$ cat config.mk
export PLATFORM = sky130hd
export DESIGN_NAME = cpu_pin_bridge
export DESIGN_NICKNAME = d
export VERILOG_FILES = /design/src/verilog/core_pins_pkg.sv /design/src/verilog/irq_lines_if.sv /design/src/verilog/irq_sense.sv /design/src/verilog/cpu_pin_bridge.sv
export SDC_FILE = /design/constraint.sdc
export NUM_CORES = 1
export LEC_CHECK = 0
export BUFFER_PORTS_ARGS = -buffer_cell sky130_fd_sc_hd__clkbuf_2
export CAP_MARGIN = 20
export CORE_UTILIZATION = 54
export DETAILED_ROUTE_END_ITERATION = 7
export PLACE_DENSITY = 0.86
export SETUP_SLACK_MARGIN = 0.4
export SYNTH_ARGS = -nofsm -noshare
export SYNTH_HDL_FRONTEND = slang
export SYNTH_HIERARCHICAL = 1
export SYNTH_SLANG_ARGS = --single-unit
export TNS_END_PERCENT = 5
$ cat constraint.sdc
create_clock -name sys_clk -period 6.8 [get_ports sys_clk]
set_input_delay 1.36 -clock sys_clk [delete_from_list [all_inputs] [get_ports sys_clk]]
set_output_delay 1.36 -clock sys_clk [all_outputs]
set_load 0.01 [all_outputs]
$ cat src/verilog/core_pins_pkg.sv
// register map, field layout, reset values and state types of the pin bridge
package core_pins_pkg;
    // ==========================================================
    // register byte offsets on the wishbone slave
    localparam logic [7:0] REG_CTRL      = 8'h00;
    localparam logic [7:0] REG_MEM_ADDR  = 8'h04;
    localparam logic [7:0] REG_MEM_CMD   = 8'h08;
    localparam logic [7:0] REG_MEM_STAT  = 8'h0C;
    localparam logic [7:0] REG_XREG_CMD  = 8'h10;
    localparam logic [7:0] REG_XREG_STAT = 8'h14;
    localparam logic [7:0] REG_IRQ_STAT  = 8'h18;
    localparam logic [7:0] REG_IRQ_MASK  = 8'h1C;
    localparam logic [7:0] REG_PORT_BASE = 8'h20;
    // ==========================================================
    // field positions
    localparam int CTRL_BAUD     = 0;
    localparam int CTRL_EDGE0    = 1;
    localparam int CTRL_EDGE1    = 2;
    localparam int CTRL_SLEEP    = 3;
    localparam int MCMD_WRITE    = 8;
    localparam int MCMD_PROG     = 9;
    localparam int XCMD_ADDR_LSB = 8;
    localparam int XCMD_WRITE    = 15;
    localparam int STAT_BUSY     = 8;
    // ==========================================================
    // special function register map of the direction registers
    localparam logic [7:0] SFR_DIR_FIRST = 8'hA4;
    localparam logic [7:0] SFR_DIR_LAST  = 8'hA7;
    // ==========================================================
    // reset values
    localparam logic [7:0] DIR_RESET  = 8'hFF;
    localparam logic [7:0] OUT_RESET  = 8'h00;
    localparam logic [3:0] CTRL_RESET = 4'h0;
    localparam logic [5:0] MASK_RESET = 6'h00;
    // ==========================================================
    // counts
    localparam int MEM_STROBE_CYCLES = 2;
    localparam int NUM_PORTS         = 4;
    localparam int NUM_IRQ           = 6;
    // ==========================================================
    // state types
    typedef enum logic [1:0] {
        MEM_IDLE   = 2'b00,
        MEM_SETUP  = 2'b01,
        MEM_STROBE = 2'b11,
        MEM_HOLD   = 2'b10
    } mem_state_t;
    typedef enum logic {
        X_IDLE  = 1'b0,
        X_DRIVE = 1'b1
    } xreg_state_t;
endpackage

$ cat src/verilog/irq_lines_if.sv
// interrupt lines between the bridge and its input conditioner
`timescale 1ns/10ps
interface irq_lines_if;
    logic [5:0] line;
    logic [1:0] edge_mode;
    logic [5:0] request;
    modport sense (input line, input edge_mode, output request);
    modport ctrl  (output line, output edge_mode, input request);
endinterface

$ cat src/verilog/irq_sense.sv
// level detection of the six external interrupt lines, falling edge detection of lines zero and one
`timescale 1ns/10ps
module irq_sense (
    input wire logic   sys_clk,
    input wire logic   rst_n,
    irq_lines_if.sense lines
);
    typedef struct packed {
        logic [1:0] prev;
        logic [5:0] req;
    } sense_state_t;

    sense_state_t st_ff;
    sense_state_t nxt_st;

    // ==========================================================
    // request detection
    always_comb begin
        nxt_st = st_ff;
        nxt_st.prev = lines.line[1:0];
        for (int i = 0; i < 2; i++) begin
            nxt_st.req[i] = lines.edge_mode[i] ? (st_ff.prev[i] & ~lines.line[i]) : ~lines.line[i];
        end
        nxt_st.req[5:2] = lines.line[5:2];
    end

    always_ff @(posedge sys_clk or negedge rst_n) begin
        if (!rst_n) begin
            st_ff      <= '0;
            st_ff.prev <= 2'h3;
        end else begin
            st_ff <= nxt_st;
        end
    end

    assign lines.request = st_ff.req;
endmodule

$ cat src/verilog/cpu_pin_bridge.sv
// pin level interface of the microcontroller core behind a wishbone slave
`timescale 1ns/10ps
// How it works
// - the register space, except the direction registers at A4 to A7, is carried out on an external address, data and load bus for user registers.
// - the load strobe is high for exactly the cycle in which user logic captures the outgoing byte.
// - program select is low during a memory read from program space and high otherwise.
// - the read strobe is low only while a memory read is in progress.
// - the write strobe is low only while a memory write is in progress.
// - read data is sampled from its own 8-bit input bus.
// - write data is driven on its own 8-bit output bus, held through the strobe.
// - in level mode interrupts zero and one request while their line is held low.
// - in edge mode interrupts zero and one request once per falling edge.
// - each of the four ports has its own input, output and direction bus.
// - the baud doubling bit of the control register is driven out for a serial peripheral.
// - a one in a direction bit makes that port bit an input, a zero an output.
module cpu_pin_bridge #(
    parameter int STROBE_CYCLES = core_pins_pkg::MEM_STROBE_CYCLES
) (
    input  wire logic        sys_clk,
    input  wire logic        resetn,
    input  wire logic        wb_cyc,
    input  wire logic        wb_stb,
    input  wire logic        wb_we,
    input  wire logic [7:0]  wb_adr,
    input  wire logic [3:0]  wb_sel,
    input  wire logic [31:0] wb_dat_w,
    output wire logic [31:0] wb_dat_r,
    output wire logic        wb_ack,
    output wire logic        irq,
    output wire logic        sleep_state_flag,
    output wire logic        baud_double_bit,
    input  wire logic [7:0]  mem_read_bus,
    output wire logic [7:0]  mem_write_bus,
    output wire logic        mem_bus_direction,
    output wire logic [15:0] mem_address_bus,
    output wire logic        program_select_n,
    output wire logic        mem_read_n,
    output wire logic        mem_write_n,
    input  wire logic [7:0]  xreg_read_bus,
    output wire logic [7:0]  xreg_write_bus,
    output wire logic [6:0]  xreg_address_bus,
    output wire logic        xreg_load_strobe,
    input  wire logic        ext_irq_zero,
    input  wire logic        ext_irq_one,
    input  wire logic        ext_irq_two,
    input  wire logic        ext_irq_three,
    input  wire logic        ext_irq_four,
    input  wire logic        ext_irq_five,
    output wire logic        irq_two_clear,
    output wire logic        irq_three_clear,
    input  wire logic [7:0]  port_zero_input,
    output wire logic [7:0]  port_zero_output,
    output wire logic [7:0]  port_zero_direction,
    input  wire logic [7:0]  port_one_input,
    output wire logic [7:0]  port_one_output,
    output wire logic [7:0]  port_one_direction,
    input  wire logic [7:0]  port_two_input,
    output wire logic [7:0]  port_two_output,
    output wire logic [7:0]  port_two_direction,
    input  wire logic [7:0]  port_three_input,
    output wire logic [7:0]  port_three_output,
    output wire logic [7:0]  port_three_direction
);
    typedef struct packed {
        logic                        ack;
        logic [31:0]                 rdat;
        logic [3:0]                  ctrl;
        logic [15:0]                 maddr;
        logic [7:0]                  mwdat;
        logic                        mwe;
        logic                        mprog;
        core_pins_pkg::mem_state_t   mst;
        logic [7:0]                  mcnt;
        logic [7:0]                  mrdat;
        logic                        rd_n;
        logic                        wr_n;
        logic                        psen_n;
        logic                        mdir;
        core_pins_pkg::xreg_state_t  xst;
        logic [6:0]                  xaddr;
        logic [7:0]                  xwdat;
        logic                        xwe;
        logic                        load;
        logic [7:0]                  xrdat;
        logic [5:0]                  istat;
        logic [5:0]                  imask;
        logic                        irq;
        logic                        clr2;
        logic                        clr3;
        logic [3:0][7:0]             pout;
        logic [3:0][7:0]             pdir;
    } bridge_state_t;

    bridge_state_t   st_ff;
    bridge_state_t   nxt_st;
    logic [1:0]      rst_pipe_ff;
    logic            rst_n_sync;
    logic            take;
    logic [7:0]      sfr_addr;
    logic            sfr_internal;
    logic            xcmd_go;
    logic            xcmd_ext_wr;
    logic            dir_wr;
    logic [3:0][7:0] pin;
    irq_lines_if     irq_bus ();

    // ==========================================================
    // decode helpers
    function automatic logic reg_hit(input logic [7:0] adr, input logic [7:0] off);
        reg_hit = (adr[7:2] == off[7:2]);
    endfunction

    function automatic logic dir_sfr(input logic [7:0] a);
        dir_sfr = (a >= core_pins_pkg::SFR_DIR_FIRST) && (a <= core_pins_pkg::SFR_DIR_LAST);
    endfunction

    // ==========================================================
    // reset release
    always_ff @(posedge sys_clk or negedge resetn) begin
        if (!resetn) begin
            rst_pipe_ff <= 2'h0;
        end else begin
            rst_pipe_ff <= {rst_pipe_ff[0], 1'b1};
        end
    end
    assign rst_n_sync = rst_pipe_ff[1];

    // ==========================================================
    // interrupt conditioner
    assign irq_bus.line      = {ext_irq_five, ext_irq_four, ext_irq_three, ext_irq_two, ext_irq_one, ext_irq_zero};
    assign irq_bus.edge_mode = {st_ff.ctrl[core_pins_pkg::CTRL_EDGE1], st_ff.ctrl[core_pins_pkg::CTRL_EDGE0]};

    irq_sense u_irq_sense (
        .sys_clk (sys_clk),
        .rst_n   (rst_n_sync),
        .lines   (irq_bus)
    );

    // ==========================================================
    // bus decode
    assign pin          = {port_three_input, port_two_input, port_one_input, port_zero_input};
    assign take         = wb_cyc & wb_stb & ~st_ff.ack;
    assign sfr_addr     = {1'b1, wb_dat_w[core_pins_pkg::XCMD_ADDR_LSB +: 7]};
    assign sfr_internal = dir_sfr(sfr_addr);
    assign xcmd_go      = take & wb_we & reg_hit(wb_adr, core_pins_pkg::REG_XREG_CMD) & (st_ff.xst == core_pins_pkg::X_IDLE);
    assign xcmd_ext_wr  = xcmd_go & ~sfr_internal & wb_dat_w[core_pins_pkg::XCMD_WRITE];
    assign dir_wr       = xcmd_go & sfr_internal & wb_dat_w[core_pins_pkg::XCMD_WRITE];

    // ==========================================================
    // next state
    always_comb begin
        logic [31:0] rd_word;
        rd_word = 32'h0000_0000;
        nxt_st = st_ff;
        nxt_st.ack = take;
        nxt_st.clr2 = 1'b0;
        nxt_st.clr3 = 1'b0;
        nxt_st.load = 1'b0;
        // register reads
        if (reg_hit(wb_adr, core_pins_pkg::REG_CTRL)) rd_word[3:0] = st_ff.ctrl;
        if (reg_hit(wb_adr, core_pins_pkg::REG_MEM_ADDR)) rd_word[15:0] = st_ff.maddr;
        if (reg_hit(wb_adr, core_pins_pkg::REG_MEM_STAT)) begin
            rd_word[7:0] = st_ff.mrdat;
            rd_word[core_pins_pkg::STAT_BUSY] = (st_ff.mst != core_pins_pkg::MEM_IDLE);
        end
        if (reg_hit(wb_adr, core_pins_pkg::REG_XREG_STAT)) begin
            rd_word[7:0] = st_ff.xrdat;
            rd_word[core_pins_pkg::STAT_BUSY] = (st_ff.xst != core_pins_pkg::X_IDLE);
        end
        if (reg_hit(wb_adr, core_pins_pkg::REG_IRQ_STAT)) rd_word[5:0] = st_ff.istat;
        if (reg_hit(wb_adr, core_pins_pkg::REG_IRQ_MASK)) rd_word[5:0] = st_ff.imask;
        for (int p = 0; p < core_pins_pkg::NUM_PORTS; p++) begin
            if (reg_hit(wb_adr, core_pins_pkg::REG_PORT_BASE + 8'(4 * p))) begin
                rd_word[23:0] = {st_ff.pdir[p], st_ff.pout[p], pin[p]};
            end
        end
        nxt_st.rdat = (take & ~wb_we) ? rd_word : 32'h0000_0000;
        // register writes
        if (take & wb_we) begin
            if (reg_hit(wb_adr, core_pins_pkg::REG_CTRL) & wb_sel[0]) nxt_st.ctrl = wb_dat_w[3:0];
            if (reg_hit(wb_adr, core_pins_pkg::REG_MEM_ADDR)) begin
                if (wb_sel[0]) nxt_st.maddr[7:0] = wb_dat_w[7:0];
                if (wb_sel[1]) nxt_st.maddr[15:8] = wb_dat_w[15:8];
            end
            if (reg_hit(wb_adr, core_pins_pkg::REG_IRQ_MASK) & wb_sel[0]) nxt_st.imask = wb_dat_w[5:0];
            for (int p = 0; p < core_pins_pkg::NUM_PORTS; p++) begin
                if (reg_hit(wb_adr, core_pins_pkg::REG_PORT_BASE + 8'(4 * p))) begin
                    if (wb_sel[1]) nxt_st.pout[p] = wb_dat_w[15:8];
                    if (wb_sel[2]) nxt_st.pdir[p] = wb_dat_w[23:16];
                end
            end
        end
        // sticky status, read clears, new event wins
        nxt_st.istat = st_ff.istat;
        if (take & ~wb_we & reg_hit(wb_adr, core_pins_pkg::REG_IRQ_STAT)) begin
            nxt_st.istat = 6'h00;
            nxt_st.clr2 = st_ff.istat[2];
            nxt_st.clr3 = st_ff.istat[3];
        end
        nxt_st.istat = nxt_st.istat | irq_bus.request;
        nxt_st.irq = |(nxt_st.istat & nxt_st.imask);
        // external memory access
        unique case (st_ff.mst)
            core_pins_pkg::MEM_IDLE: begin
                if (take & wb_we & reg_hit(wb_adr, core_pins_pkg::REG_MEM_CMD)) begin
                    nxt_st.mst = core_pins_pkg::MEM_SETUP;
                    nxt_st.mwdat = wb_dat_w[7:0];
                    nxt_st.mwe = wb_dat_w[core_pins_pkg::MCMD_WRITE];
                    nxt_st.mprog = wb_dat_w[core_pins_pkg::MCMD_PROG];
                    nxt_st.psen_n = ~(wb_dat_w[core_pins_pkg::MCMD_PROG] & ~wb_dat_w[core_pins_pkg::MCMD_WRITE]);
                    nxt_st.mdir = ~wb_dat_w[core_pins_pkg::MCMD_WRITE];
                end
            end
            core_pins_pkg::MEM_SETUP: begin
                nxt_st.mst = core_pins_pkg::MEM_STROBE;
                nxt_st.mcnt = 8'(STROBE_CYCLES - 1);
                nxt_st.rd_n = st_ff.mwe;
                nxt_st.wr_n = ~st_ff.mwe;
            end
            core_pins_pkg::MEM_STROBE: begin
                if (st_ff.mcnt == 8'h00) begin
                    nxt_st.mst = core_pins_pkg::MEM_HOLD;
                    nxt_st.rd_n = 1'b1;
                    nxt_st.wr_n = 1'b1;
                    if (!st_ff.mwe) nxt_st.mrdat = mem_read_bus;
                end else begin
                    nxt_st.mcnt = st_ff.mcnt - 8'h01;
                end
            end
            core_pins_pkg::MEM_HOLD: begin
                nxt_st.mst = core_pins_pkg::MEM_IDLE;
                nxt_st.psen_n = 1'b1;
                nxt_st.mdir = 1'b1;
            end
        endcase
        // external register access
        unique case (st_ff.xst)
            core_pins_pkg::X_IDLE: begin
                if (xcmd_go & sfr_internal) begin
                    if (dir_wr) nxt_st.pdir[sfr_addr[1:0]] = wb_dat_w[7:0];
                    else nxt_st.xrdat = st_ff.pdir[sfr_addr[1:0]];
                end else if (xcmd_go) begin
                    nxt_st.xst = core_pins_pkg::X_DRIVE;
                    nxt_st.xaddr = wb_dat_w[core_pins_pkg::XCMD_ADDR_LSB +: 7];
                    nxt_st.xwdat = wb_dat_w[7:0];
                    nxt_st.xwe = wb_dat_w[core_pins_pkg::XCMD_WRITE];
                    nxt_st.load = xcmd_ext_wr;
                end
            end
            core_pins_pkg::X_DRIVE: begin
                nxt_st.xst = core_pins_pkg::X_IDLE;
                if (!st_ff.xwe) nxt_st.xrdat = xreg_read_bus;
            end
        endcase
    end

    always_ff @(posedge sys_clk or negedge rst_n_sync) begin
        if (!rst_n_sync) begin
            st_ff        <= '0;
            st_ff.ctrl   <= core_pins_pkg::CTRL_RESET;
            st_ff.imask  <= core_pins_pkg::MASK_RESET;
            st_ff.rd_n   <= 1'b1;
            st_ff.wr_n   <= 1'b1;
            st_ff.psen_n <= 1'b1;
            st_ff.mdir   <= 1'b1;
            st_ff.pout   <= {core_pins_pkg::NUM_PORTS{core_pins_pkg::OUT_RESET}};
            st_ff.pdir   <= {core_pins_pkg::NUM_PORTS{core_pins_pkg::DIR_RESET}};
        end else begin
            st_ff <= nxt_st;
        end
    end

    // ==========================================================
    // outputs
    assign wb_dat_r             = st_ff.rdat;
    assign wb_ack               = st_ff.ack;
    assign irq                  = st_ff.irq;
    assign sleep_state_flag     = st_ff.ctrl[core_pins_pkg::CTRL_SLEEP];
    assign baud_double_bit      = st_ff.ctrl[core_pins_pkg::CTRL_BAUD];
    assign mem_write_bus        = st_ff.mwdat;
    assign mem_bus_direction    = st_ff.mdir;
    assign mem_address_bus      = st_ff.maddr;
    assign program_select_n     = st_ff.psen_n;
    assign mem_read_n           = st_ff.rd_n;
    assign mem_write_n          = st_ff.wr_n;
    assign xreg_write_bus       = st_ff.xwdat;
    assign xreg_address_bus     = st_ff.xaddr;
    assign xreg_load_strobe     = st_ff.load;
    assign irq_two_clear        = st_ff.clr2;
    assign irq_three_clear      = st_ff.clr3;
    assign port_zero_output     = st_ff.pout[0];
    assign port_zero_direction  = st_ff.pdir[0];
    assign port_one_output      = st_ff.pout[1];
    assign port_one_direction   = st_ff.pdir[1];
    assign port_two_output      = st_ff.pout[2];
    assign port_two_direction   = st_ff.pdir[2];
    assign port_three_output    = st_ff.pout[3];
    assign port_three_direction = st_ff.pdir[3];
endmodule

Word-level counts from Yosys, hierarchy flattened. Index checks and enable logic that the tools add are counted.

Register bits after elaboration: 191. Output and inout port bits: 146. Logic and storage cells: 165.

$add $sub $neg: 1. $lt $le $gt $ge: 4. Equal/unequal tests: 20. Multiplexer cells: 51. Bitwise logic cells: 29. Reductions and logical operators: 24.

Operators with widths (count): 32-bit two-way mux (4); 24-bit two-way mux (5); 8-bit two-way mux (14); 18-bit two-way mux (2); 32-bit bitwise mux (1); 8-bit case mux with 2 select lines (2); 6-bit two-way mux (5); 3-bit AND reduction (9); 6-bit by 3-bit equality test with 1-bit output, second input constant (4); 6-bit by 4-bit equality test with 1-bit output, second input constant (4); 9-bit two-way mux (2); 1-bit AND (17); 8-bit binary-select mux with 2-bit select (1); 8-bit demux with 2-bit select (1); 16-bit two-way mux (1); 6-bit by 2-bit equality test with 1-bit output, second input constant (2); 2-bit AND reduction (6); 2-bit two-way mux (5); 2-bit != test, second input constant (5); 1-bit inverter (10); 8-bit greater-or-equal comparator, second input constant (1); 8-bit <= comparator, second input constant (1); 8-bit logical NOT (1); 2-bit case mux with 2 select lines (2); 18 further kinds (24).

Logic depth before layout (Yosys ltp). Gate-level depths: netlist of run 1.

Depth after elaboration: 12. Mapped depth: 8. Mapped depth without buffers: 7.

Hierarchy. Netlist of run 1, hierarchy kept.

Modules (own cells, without submodules): cpu_pin_bridge (instances 1, cells an instance 913, area each 9920.8 µm²); irq_sense (instances 1, cells an instance 18, area each 272.8 µm²).

Worst setup path after synthesis of run 1. OpenSTA, ideal clock, no wires.

Path type: input to register. Start point: input wb_adr[3]. End point: register st_ff (netlist bit mem_write_bus[4]). Setup time: 125 ps. Arrival: 2757 ps. Required time: 6675 ps. Path slack: 3918 ps. Stages on the path: 5. Cell sequence: clkbuf_1 > or3b_2 > nor4_2 > buf_4 > mux2_2.

Cells in the longest elaborated chain, start to end: 3.

Ends and longest elaborated chain: start: declaration (line cpu_pin_bridge.sv:24) `input wire logic [7:0] wb_adr,`; 6-bit by 2-bit equality test with 1-bit output (line cpu_pin_bridge.sv:110) `reg_hit = (adr[7:2] == off[7:2]);`; 1-bit AND (line cpu_pin_bridge.sv:205) `if (take & wb_we & reg_hit(wb_adr, core_pins_pkg::REG_MEM_CMD)) begin`; 2-bit AND reduction (no source line); end signal: assignment (line cpu_pin_bridge.sv:269) `st_ff <= nxt_st;`; end: declaration (line cpu_pin_bridge.sv:94) `bridge_state_t st_ff;`.

No other way between the ends. A chain may end at the register's enable or synchronous reset.

==> run metrics, run 1 <==
outcome=finished, final reports clean; CTS sink cnt=191; WL/cell=21.4 um; Setup Skew=0.00861 ns; Via-to-Cell Ratio=5.91; RSZ-0062 raised after global routing=no; Vias=7368; first-pass GRT wire length=41.1 mm; Crit Path Max Fanout=30; fraction of registers with async set/reset=1.00; pwr/cell area=223 nW/um^2; Placer Congestion=0.867; setup TNS=0 ns; Layout Area Growth over Synthesis=7.87%; post-cts sizing count=0; Rel. slew slack=0.295; most frequent cells after synthesis=dfrtp_1 (153), buf_4 (146), mux2_2 (87), nand2_1 (66); TritonCTS Buffers=17; cts hold-fix bufs=0; Fill cells=1433; root buf cell=clkbuf_16; Syn Area/Cell=10.9 um^2; top-count cell post-synth=dfrtp_1; Period minus WS final=3.72 ns; layout cell share with drive strength beyond 1=0.428; # setup viols final=0; CTS Buffer Depth=2; synth top area cells=dfrtp_1 (38%), buf_4 (11%), dfstp_2 (9.8%); synth unique cells=69; Max-Cap Viols=0; row count=49; Design Area, Final=11000 um^2; Tcrit/Tclk final=0.547; CP Launch Type=input pin; yosys warns=6; post-DP HPWL=18.7 mm; Die Width=139 um; WP data required=7.14 ns; Final ANT Viol Nets=0; Clk pin slew, worst setup/hold paths=0.07 ns; Initial DRC Count=540; Post-CTS Setup Bufs=0; grt total ovfl=0; worst-margin pin slew=1.06 ns; Die Height=139 um; Worst Setup Path Type=input pin to flop; IO Port Bufs=229; Synth Register Bits=191; Final Hold Vio Count=0; nature of the critical path endpoint=flop; maximum VDD drop=176 uV; main flop type after synthesis=dfrtp_1; initial antenna violation count=0; Initial Utilization=0.560; number of synthesized flops with an enable pin=0; Layout Nets=1108; worst skew pair latency=0.43 ns; io pins=249; Synth Instances=931; CTS tree=built; sequential-to-total area share from yosys stat=0.474; Leakage=5.65 nW; WP data arrival=4.06 ns; die area=19400 um^2; Core ar.=18200 um^2; Fmax=0.269 GHz; ant diodes=0; first-pass iteration count of the detailed router=5; Total GRT Usage=0.280; top cell type's share of synthesized area=0.376; DRT Wirelength=26.6 mm; total power=2.45 mW; Slew Limit Fails=0; H-tree lvl count=4; placed inst area=10400 um^2; vias in the first global route=7306; Mapped Area=10200 um^2; top cell type by total area after synthesis=dfrtp_1; residual DRC count=0; worst min path class=flop to flop; largest net degree at the start of global routing=79
[cells in the final DEF, fill, tap and decap left out, drive strengths merged, types with 9 or more instances in the layout]
cell type | netlist | final
conb | 2 | 9
nor3 | 9 | 9
mux4 | 16 | 16
nor2b | 12 | 12
nor2 | 64 | 64
dfrtp | 153 | 153
and3 | 10 | 10
nand2 | 68 | 68
mux2i | 46 | 46
o21ai | 41 | 41
o22ai | 10 | 10
inv | 14 | 20
clkbuf | 22 | 249
a21oi | 64 | 64
dfstp | 38 | 38
nand3 | 16 | 16
mux2 | 87 | 87
a21o | 9 | 9
[per-stage QoR]
stage          hold WS, ns  worst slack, ns  instances   util
2_1_floorplan        0.331             1.15        938      -
3_3_place_gp         0.337             2.68       1214  0.573
5_1_grt              0.390             2.93       1246  0.604
4_1_cts              0.368             3.11       1246  0.604
6_report             0.368             3.08       1246  0.604
3_5_place_dp         0.351             2.67       1214  0.573
[worst max-delay path, stage by stage]
cell and delay, ns:
clkbuf_2 0.72, buf_4 0.50, nand2b_1 0.77, nor2_8 0.09
nand3_4 0.25, mux2i_1 0.25, a21oi_1 0.10
[metal layers]
layer / up-vias / global-route usage / share of wire / wire length (um)
met4: 0 / 0.120 / 0.030 / 800
met5: - / 0 / 0 / 0
li1: 3285 / - / - / -
met3: 72 / 0.0609 / 0.070 / 1860
met1: 3675 / 0.361 / 0.40 / 10800
met2: 336 / 0.456 / 0.50 / 13200
[report_power, final]
| part | internal [mW] | switching (mW) | total [mW] |
|---|---|---|---|
| Clock | 0.525 | 0.458 | 0.983 |
| Combinational | 0.0949 | 0.147 | 0.242 |
| Sequential | 1.19 | 0.0357 | 1.22 |
[state kept, by name, indices dropped and copies added, names as in the netlist, 2 cells and up]
register / flops
port_three_output: 8
port_zero_direction: 8
port_one_direction: 8
mem_address_bus: 16
port_two_output: 8
u_irq_sense/lines.request: 6
irq_bus.edge_mode: 2
wb_dat_r: 24
u_irq_sense/st_ff: 2
xreg_write_bus: 8
mem_write_bus: 8
port_two_direction: 8
xreg_address_bus: 7
st_ff: 41
rst_pipe_ff: 2
port_zero_output: 8
port_three_direction: 8
port_one_output: 8
[area by class of cell]
cell class / count / area (um^2) / share of cell area
multi-input cells: 544 / 4060 / 0.369
well taps: 229 / 287 / 0.0261
inverters: 14 / 52.6 / 0.00478
clock buffers: 20 / 447 / 0.0406
flip-flops and latches: 191 / 4830 / 0.439
clock inverters: 12 / 124 / 0.0113
repair buffers: 236 / 1200 / 0.109
[logic make-up after synthesis]
| logic type | synth area share |
|---|---|
| compound gates | 0.0991 |
| other cells | 0.000737 |
| fa+ha+maj | 0.00123 |
| simple gates | 0.118 |
| flops | 0.474 |
| mux | 0.177 |
| buf+inv | 0.131 |
[final timing paths]
kind	from	to	slack (ns)	cells past startpoint
worst max-delay path	wb_adr[2]	port_two_direction[3]$_DFF_PN1_	3.08	7
worst min-delay path	rst_pipe_ff[0]$_DFF_PN0_	rst_pipe_ff[1]$_DFF_PN0_	0.37	0
worst max register to register	wb_ack$_DFF_PN0_	port_three_direction[5]$_DFF_PN1_	3.95	5
worst min register to register	rst_pipe_ff[0]$_DFF_PN0_	rst_pipe_ff[1]$_DFF_PN0_	0.37	0
max in group asynchronous	rst_pipe_ff[1]$_DFF_PN0_	mem_address_bus[13]$_DFFE_PN0P_	4.94	1
min in group asynchronous	rst_pipe_ff[1]$_DFF_PN0_	st_ff[111]$_DFFE_PN0P_	0.38	0
No activity file was read; power rests on OpenSTA's default activity.
==> run 2, diff against run 1 <==
--- a/config.mk
+++ b/config.mk
@@ -5,11 +5,12 @@
 export SDC_FILE = /design/constraint.sdc
 export NUM_CORES = 1
 export LEC_CHECK = 0
+export ABC_AREA = 1
 export BUFFER_PORTS_ARGS = -buffer_cell sky130_fd_sc_hd__clkbuf_2
 export CAP_MARGIN = 20
-export CORE_UTILIZATION = 54
+export CORE_UTILIZATION = 49
 export DETAILED_ROUTE_END_ITERATION = 7
-export PLACE_DENSITY = 0.86
+export PLACE_DENSITY = 0.82
 export SETUP_SLACK_MARGIN = 0.4
 export SYNTH_ARGS = -nofsm -noshare
 export SYNTH_HDL_FRONTEND = slang
==> constraint.sdc (replaced) <==
create_clock -name sys_clk -period 3.3 [get_ports sys_clk]
set_input_delay 0.66 -clock sys_clk [delete_from_list [all_inputs] [get_ports sys_clk]]
set_output_delay 0.66 -clock sys_clk [all_outputs]
set_load 0.01 [all_outputs]
==> run metrics, run 2 <==
worst skew pair latency=0.45 ns; cell family with most CP delay=simple AND/OR/NAND/NOR gates; Final ANT Viol Nets=0; Buf/Inv on CP=1; row count=51; TritonCTS Buffers=17; Layout Area Growth over Synthesis=10.2%; Final Hold Vio Count=0; Die Width=144 um; top cell type by total area after synthesis=dfrtp_1; initial antenna violation count=2; Vias=8285; Rel. slew slack=0.356; residual DRC count=0; DRT Wirelength=27.8 mm; number of flip-flops in the largest register=41; yosys warns=6; post-DP HPWL=20.3 mm; Hold EP=u_irq_sense/st_ff[7]$_DFF_PN1_; layout cell share with drive strength beyond 1=0.287; Max-Cap Viols=0; grt total ovfl=0; R2R Path Start=wb_ack$_DFF_PN0_; root buf cell=clkbuf_16; total power=5.04 mW; Int Power=3.62 mW; io pins=249; first-pass GRT wire length=42.6 mm; CTS sink cnt=191; Initial DRC Count=688; PnR worst setup slack=1.07 ns; top-count cell post-synth=nand2_1; Critical Path Slowest Stage Cell=nand4_1; outcome=finished, final reports clean; # setup viols final=0; Slew Limit Fails=0; Worst Setup Path Type=flop to flop; Mapped Area=9900 um^2; Slowest Stage Delay on Critical Path=0.65 ns; WP data required=3.64 ns; Crit Path Max Fanout=19; met3 Usage GRT=0.0672; Synth Instances=1178; Period minus WS final=2.23 ns; largest net degree at the start of global routing=64; Synth Register Bits=191; top cell type's share of synthesized area=0.387; worst min path class=input pin to flop; Initial Utilization=0.504; synth unique cells=42; CTS tree=built; maximum VDD drop=336 uV; Die Height=144 um; WL/cell=18.0 um; Syn Area/Cell=8.40 um^2; hold_sp=ext_irq_one; commonest non-fill, non-tap cell in the layout=nand2_1; Via-to-Cell Ratio=5.35; fin util=0.555; GR Layer Usage met1=0.360; Post-CTS Setup Bufs=0; Sw Ratio=0.281; worst-margin pin slew=0.963 ns; nature of the critical path endpoint=flop; Fill cells=1809; Psw=1.42 mW; pwr/cell area=462 nW/um^2; Tcrit/Tclk final=0.677; synth top area cells=dfrtp_1 (39%), nand2_1 (13%), buf_4 (11%); Setup Skew=0.0138 ns; largest register by flop count=st_ff; worst hold slack=0.311 ns; most frequent cells after synthesis=nand2_1 (337), dfrtp_1 (153), o21ai_0 (153), buf_4 (141), inv_1 (79); setup slack, reg-to-reg=1.07 ns; die area=20800 um^2; IO Port Bufs=229; H-tree lvl count=4; combinational group share of total power=0.092; RSZ-0062 raised after global routing=no; Layout Nets=1374; sequential power share=0.499; CTS Buffer Depth=2; setup TNS=0 ns; hold-critical path depth=1; vias in the first global route=7864; gr busiest metal=met2; Core ar.=19700 um^2; Setup WS pre-CTS=0.687 ns; most frequent cells in the layout=nand2_1 (337), clkbuf_2 (229), o21ai_0 (153), dfrtp_1 (152), inv_1 (79); clock network fraction of design power=0.409; worst r2r path cells=5; met2 Track Usage GR=0.445; number of synthesized flops with an enable pin=0; sequential-to-total area share from yosys stat=0.488; Placer Congestion=0.913; first-pass iteration count of the detailed router=6; fraction of registers with async set/reset=1.00; Total GRT Usage=0.277; Fmax=0.448 GHz; crit-path cells=nor2_2, nand2_1, inv_1, nand4_1, o211ai_1; Leakage=5.39 nW; worst reg2reg path endpoint=mem_bus_direction$_DFFE_PN1P_; CP Launch Type=flop; main flop type after synthesis=dfrtp_1; WP data arrival=2.57 ns; Clk pin slew, worst setup/hold paths=0.08 ns
-- run 2: layout make-up --
class | count | area (um^2) | share of cell area
tap | 265 | 332 | 0.0304
multi-input combinational | 729 | 3530 | 0.324
clock inverter | 15 | 169 | 0.0155
clock buffer | 17 | 425 | 0.0390
antenna | 1 | 2.50 | 0.000229
sequential | 191 | 4830 | 0.443
inverter | 86 | 323 | 0.0296
timing repair buffer | 245 | 1290 | 0.119
-- run 2: logic make-up (layout without fill, tap and decap cells) --
logic type	Yosys count	in the layout	synth area share
AND/OR/NAND/NOR	448	448	0.197
AO/OA/AOI/OAI	269	269	0.153
buffers and inverters	265	363	0.159
flip-flops	191	191	0.488
other	2	10	0.000759
XOR/XNOR	2	2	0.00177
adder cells (fa/ha/maj)	1	1	0.00126
-- run 2: repair_timing --
action	4_1_cts	5_1_grt
endpoints found under the hold margin	2	0
gates resized for setup	0	0
hold buffers	1	0
-- run 2: power groups by stage --
stage | logic [mW] | clock network (mW) | registers (mW)
final | 0.465 | 2.06 | 2.51
after CTS | 0.466 | 2.08 | 2.51
after detailed placement | 0.461 | 0 | 2.55
after global routing | 0.523 | 2.17 | 2.52
after global placement | 0.448 | 0 | 2.55
after floorplan | 0.290 | 0 | 2.56
-- run 2: metrics by stage --
stage	instances	instance area (um^2)
global route	1548	10900
CTS	1548	10900
global placement	1515	10300
detailed placement	1515	10300
floorplan	1185	9930
finish	1549	10900
-- run 2: worst reg2reg max path: stages (launching register included) --
cell and delay, ns:
dfrtp_1 0.39, nor2_2 0.16, nand2_1 0.33, inv_1 0.13
nand4_1 0.65, o211ai_1 0.48
-- run 2: layer usage --
| metal | part of all wire | vias to the layer above | wire, um |
|---|---|---|---|
| met2 | 0.47 | 424 | 13000 |
| met3 | 0.085 | 67 | 2370 |
| met1 | 0.42 | 3921 | 11600 |
| li1 | - | 3871 | - |
| met5 | 0.00040 | - | 11 |
| met4 | 0.029 | 2 | 811 |
-- run 2: how the worst max path moves through the flow --
stage                      from                               to  slack (ns)  depth (start not counted)
6_report       wb_ack$_DFF_PN0_    mem_bus_direction$_DFFE_PN1P_        1.07                          5
5_1_grt        wb_ack$_DFF_PN0_    mem_bus_direction$_DFFE_PN1P_        0.83                          5
4_1_cts        wb_ack$_DFF_PN0_  port_one_direction[2]$_DFF_PN1_        1.09                          8
3_5_place_dp             wb_cyc  port_one_direction[2]$_DFF_PN1_        0.69                         10
3_3_place_gp             wb_cyc  port_one_direction[2]$_DFF_PN1_        0.78                         10
2_1_floorplan            wb_cyc  port_one_direction[6]$_DFF_PN1_        1.28                         10
==> run 3, diff against run 2 <==
==> constraint.sdc (replaced) <==
create_clock -name sys_clk -period 1.86 [get_ports sys_clk]
set_input_delay 0.372 -clock sys_clk [delete_from_list [all_inputs] [get_ports sys_clk]]
set_output_delay 0.372 -clock sys_clk [all_outputs]
set_load 0.01 [all_outputs]
==> run metrics, run 3 (synthesis gave the netlist of run 2 again) <==
PnR worst setup slack=0.0931 ns; nature of the critical path endpoint=flop; ant diodes=0; residual DRC count=0; Initial Utilization=0.504; row count=51; Fill cells=1714; CP Launch Type=flop; Tcrit/Tclk final=0.950; Leakage=5.85 nW; Via-to-Cell Ratio=5.24; Worst Setup Path Type=flop to flop; crit-path cells=nor2_4, nand2_4, nor4_4, buf_4, inv_4, nor2_4, buf_4, inv_6, nand2_1, o21ai_0; Buf/Inv on CP=4; Fmax=0.566 GHz; H-tree lvl count=4; outcome=finished, final reports clean; io pins=249; setup slack, reg-to-reg=0.09 ns; Slew Limit Fails=0; WP data required=2.17 ns; pwr/cell area=782 nW/um^2; Crit Path Max Fanout=13; number of flip-flops in the largest register=41; Layout Nets=1455; first-pass iteration count of the detailed router=7; worst skew pair latency=0.43 ns; Die Width=144 um; vias in the first global route=8183; worst hold slack=0.0429 ns; setup TNS=0 ns; Clk pin slew, worst setup/hold paths=0.07 ns; Slowest Stage Delay on Critical Path=0.41 ns; Period minus WS final=1.77 ns; commonest non-fill, non-tap cell in the layout=nand2_1; Total GRT Usage=0.284; Die Height=144 um; root buf cell=clkbuf_16; area of the multi-input gates=3670 um^2; cell family with most CP delay=simple AND/OR/NAND/NOR gates; Final ANT Viol Nets=0; Core ar.=19700 um^2; initial antenna violation count=0; Setup Skew=0.0125 ns; first-pass GRT wire length=44.0 mm; DRT Wirelength=29.0 mm; # setup viols final=0; WL/cell=17.8 um; CTS tree=built; CTS sink cnt=191; die area=20800 um^2; CTS Buffer Depth=2; TritonCTS Buffers=17; IO Port Bufs=229; grt total ovfl=0; Layout Area Growth over Synthesis=18.7%; RSZ-0062 raised after global routing=yes; Placer Congestion=0.919; Initial DRC Count=767; post-DP HPWL=21.5 mm; Final Hold Vio Count=0; Storage cell area=4830 um^2; worst min path class=input pin to flop; most frequent cells in the layout=nand2_1 (326), clkbuf_2 (229), dfrtp_1 (152), o21ai_0 (134), buf_4 (80); Max-Cap Viols=0; maximum VDD drop=578 uV; largest net degree at the start of global routing=56; largest register by flop count=st_ff; Critical Path Slowest Stage Cell=dfrtp_1; layout cell share with drive strength beyond 1=0.345; Vias=8529; WP data arrival=2.08 ns; Setup WS pre-CTS=-0.107 ns
## run 3: cell count changes in the layout (fill, tap and decap cells not counted), sizes merged
| cell | change |
|---|---|
| clkbuf | +1 |
| bufinv | +1 |
| inv | -1 |
| clkinvlp | +1 |
| or2 | +1 |
| diode | -1 |
| nand2 | +2 |
| buf | +77 |
| clkinv | -1 |
## run 3: metrics by stage
stage	util	cell area (um^2)	std cells	power, mW
after floorplan	-	9930	1185	5.06
after global placement	0.555	10900	1584	5.40
after detailed placement	0.555	10900	1584	5.44
after CTS	0.589	11600	1623	9.20
after global routing	0.598	11800	1629	9.50
final	0.598	11800	1629	9.19
## run 3: worst paths after layout
path,startpoint,end,cells past startpoint
worst max-delay path,wb_ack$_DFF_PN0_,xreg_write_bus[5]$_DFFE_PN0P_,10
worst min-delay path,ext_irq_zero,u_irq_sense/st_ff[6]$_DFF_PN1_,1
worst max register to register,wb_ack$_DFF_PN0_,xreg_write_bus[5]$_DFFE_PN0P_,10
worst min register to register,rst_pipe_ff[1]$_DFF_PN0_,st_ff[72]$_DFF_PN0_,0
max in group asynchronous,rst_pipe_ff[1]$_DFF_PN0_,port_three_direction[5]$_DFF_PN1_,1
min in group asynchronous,rst_pipe_ff[1]$_DFF_PN0_,st_ff[72]$_DFF_PN0_,0
## run 3: layer usage
metal / GRT usage / share of wire
met1: 0.373 / 0.41
met2: 0.462 / 0.47
met3: 0.0556 / 0.082
met4: 0.116 / 0.035
met5: 0 / 0
## run 3: worst register-to-register path: stages, from the launching register on
cell and delay [ns]:
dfrtp_1 0.41, nor2_4 0.15, nand2_4 0.09, nor4_4 0.24, buf_4 0.21, inv_4 0.05, nor2_4 0.14, buf_4 0.17
inv_6 0.07, nand2_1 0.06, o21ai_0 0.08
## run 3: power by group
part	internal [mW]	leakage [nW]	switching, mW	total, mW
Sequential	4.33	2.45	0.119	4.45
Combinational	0.454	3.11	0.612	1.07
Clock	1.94	0.286	1.74	3.67
## run 3: area by class of cell
type                    count  share of cell area
well taps                 265              0.0282
clock inverters            14              0.0130
inverters                  86              0.0291
repair buffers            322               0.168
clock buffers              18              0.0374
multi-input cells         732               0.312
flip-flops and latches    191               0.411
repair inverters            1            0.000745
## run 3: repair_timing
item                       CTS  global route
cloned                       1             3
hold buffers                 1             0
hold endpoints to repair     2             0
resized for setup           18            45
setup endpoints to repair  181           201
pin swaps                    7             2
buffers inserted             5             3
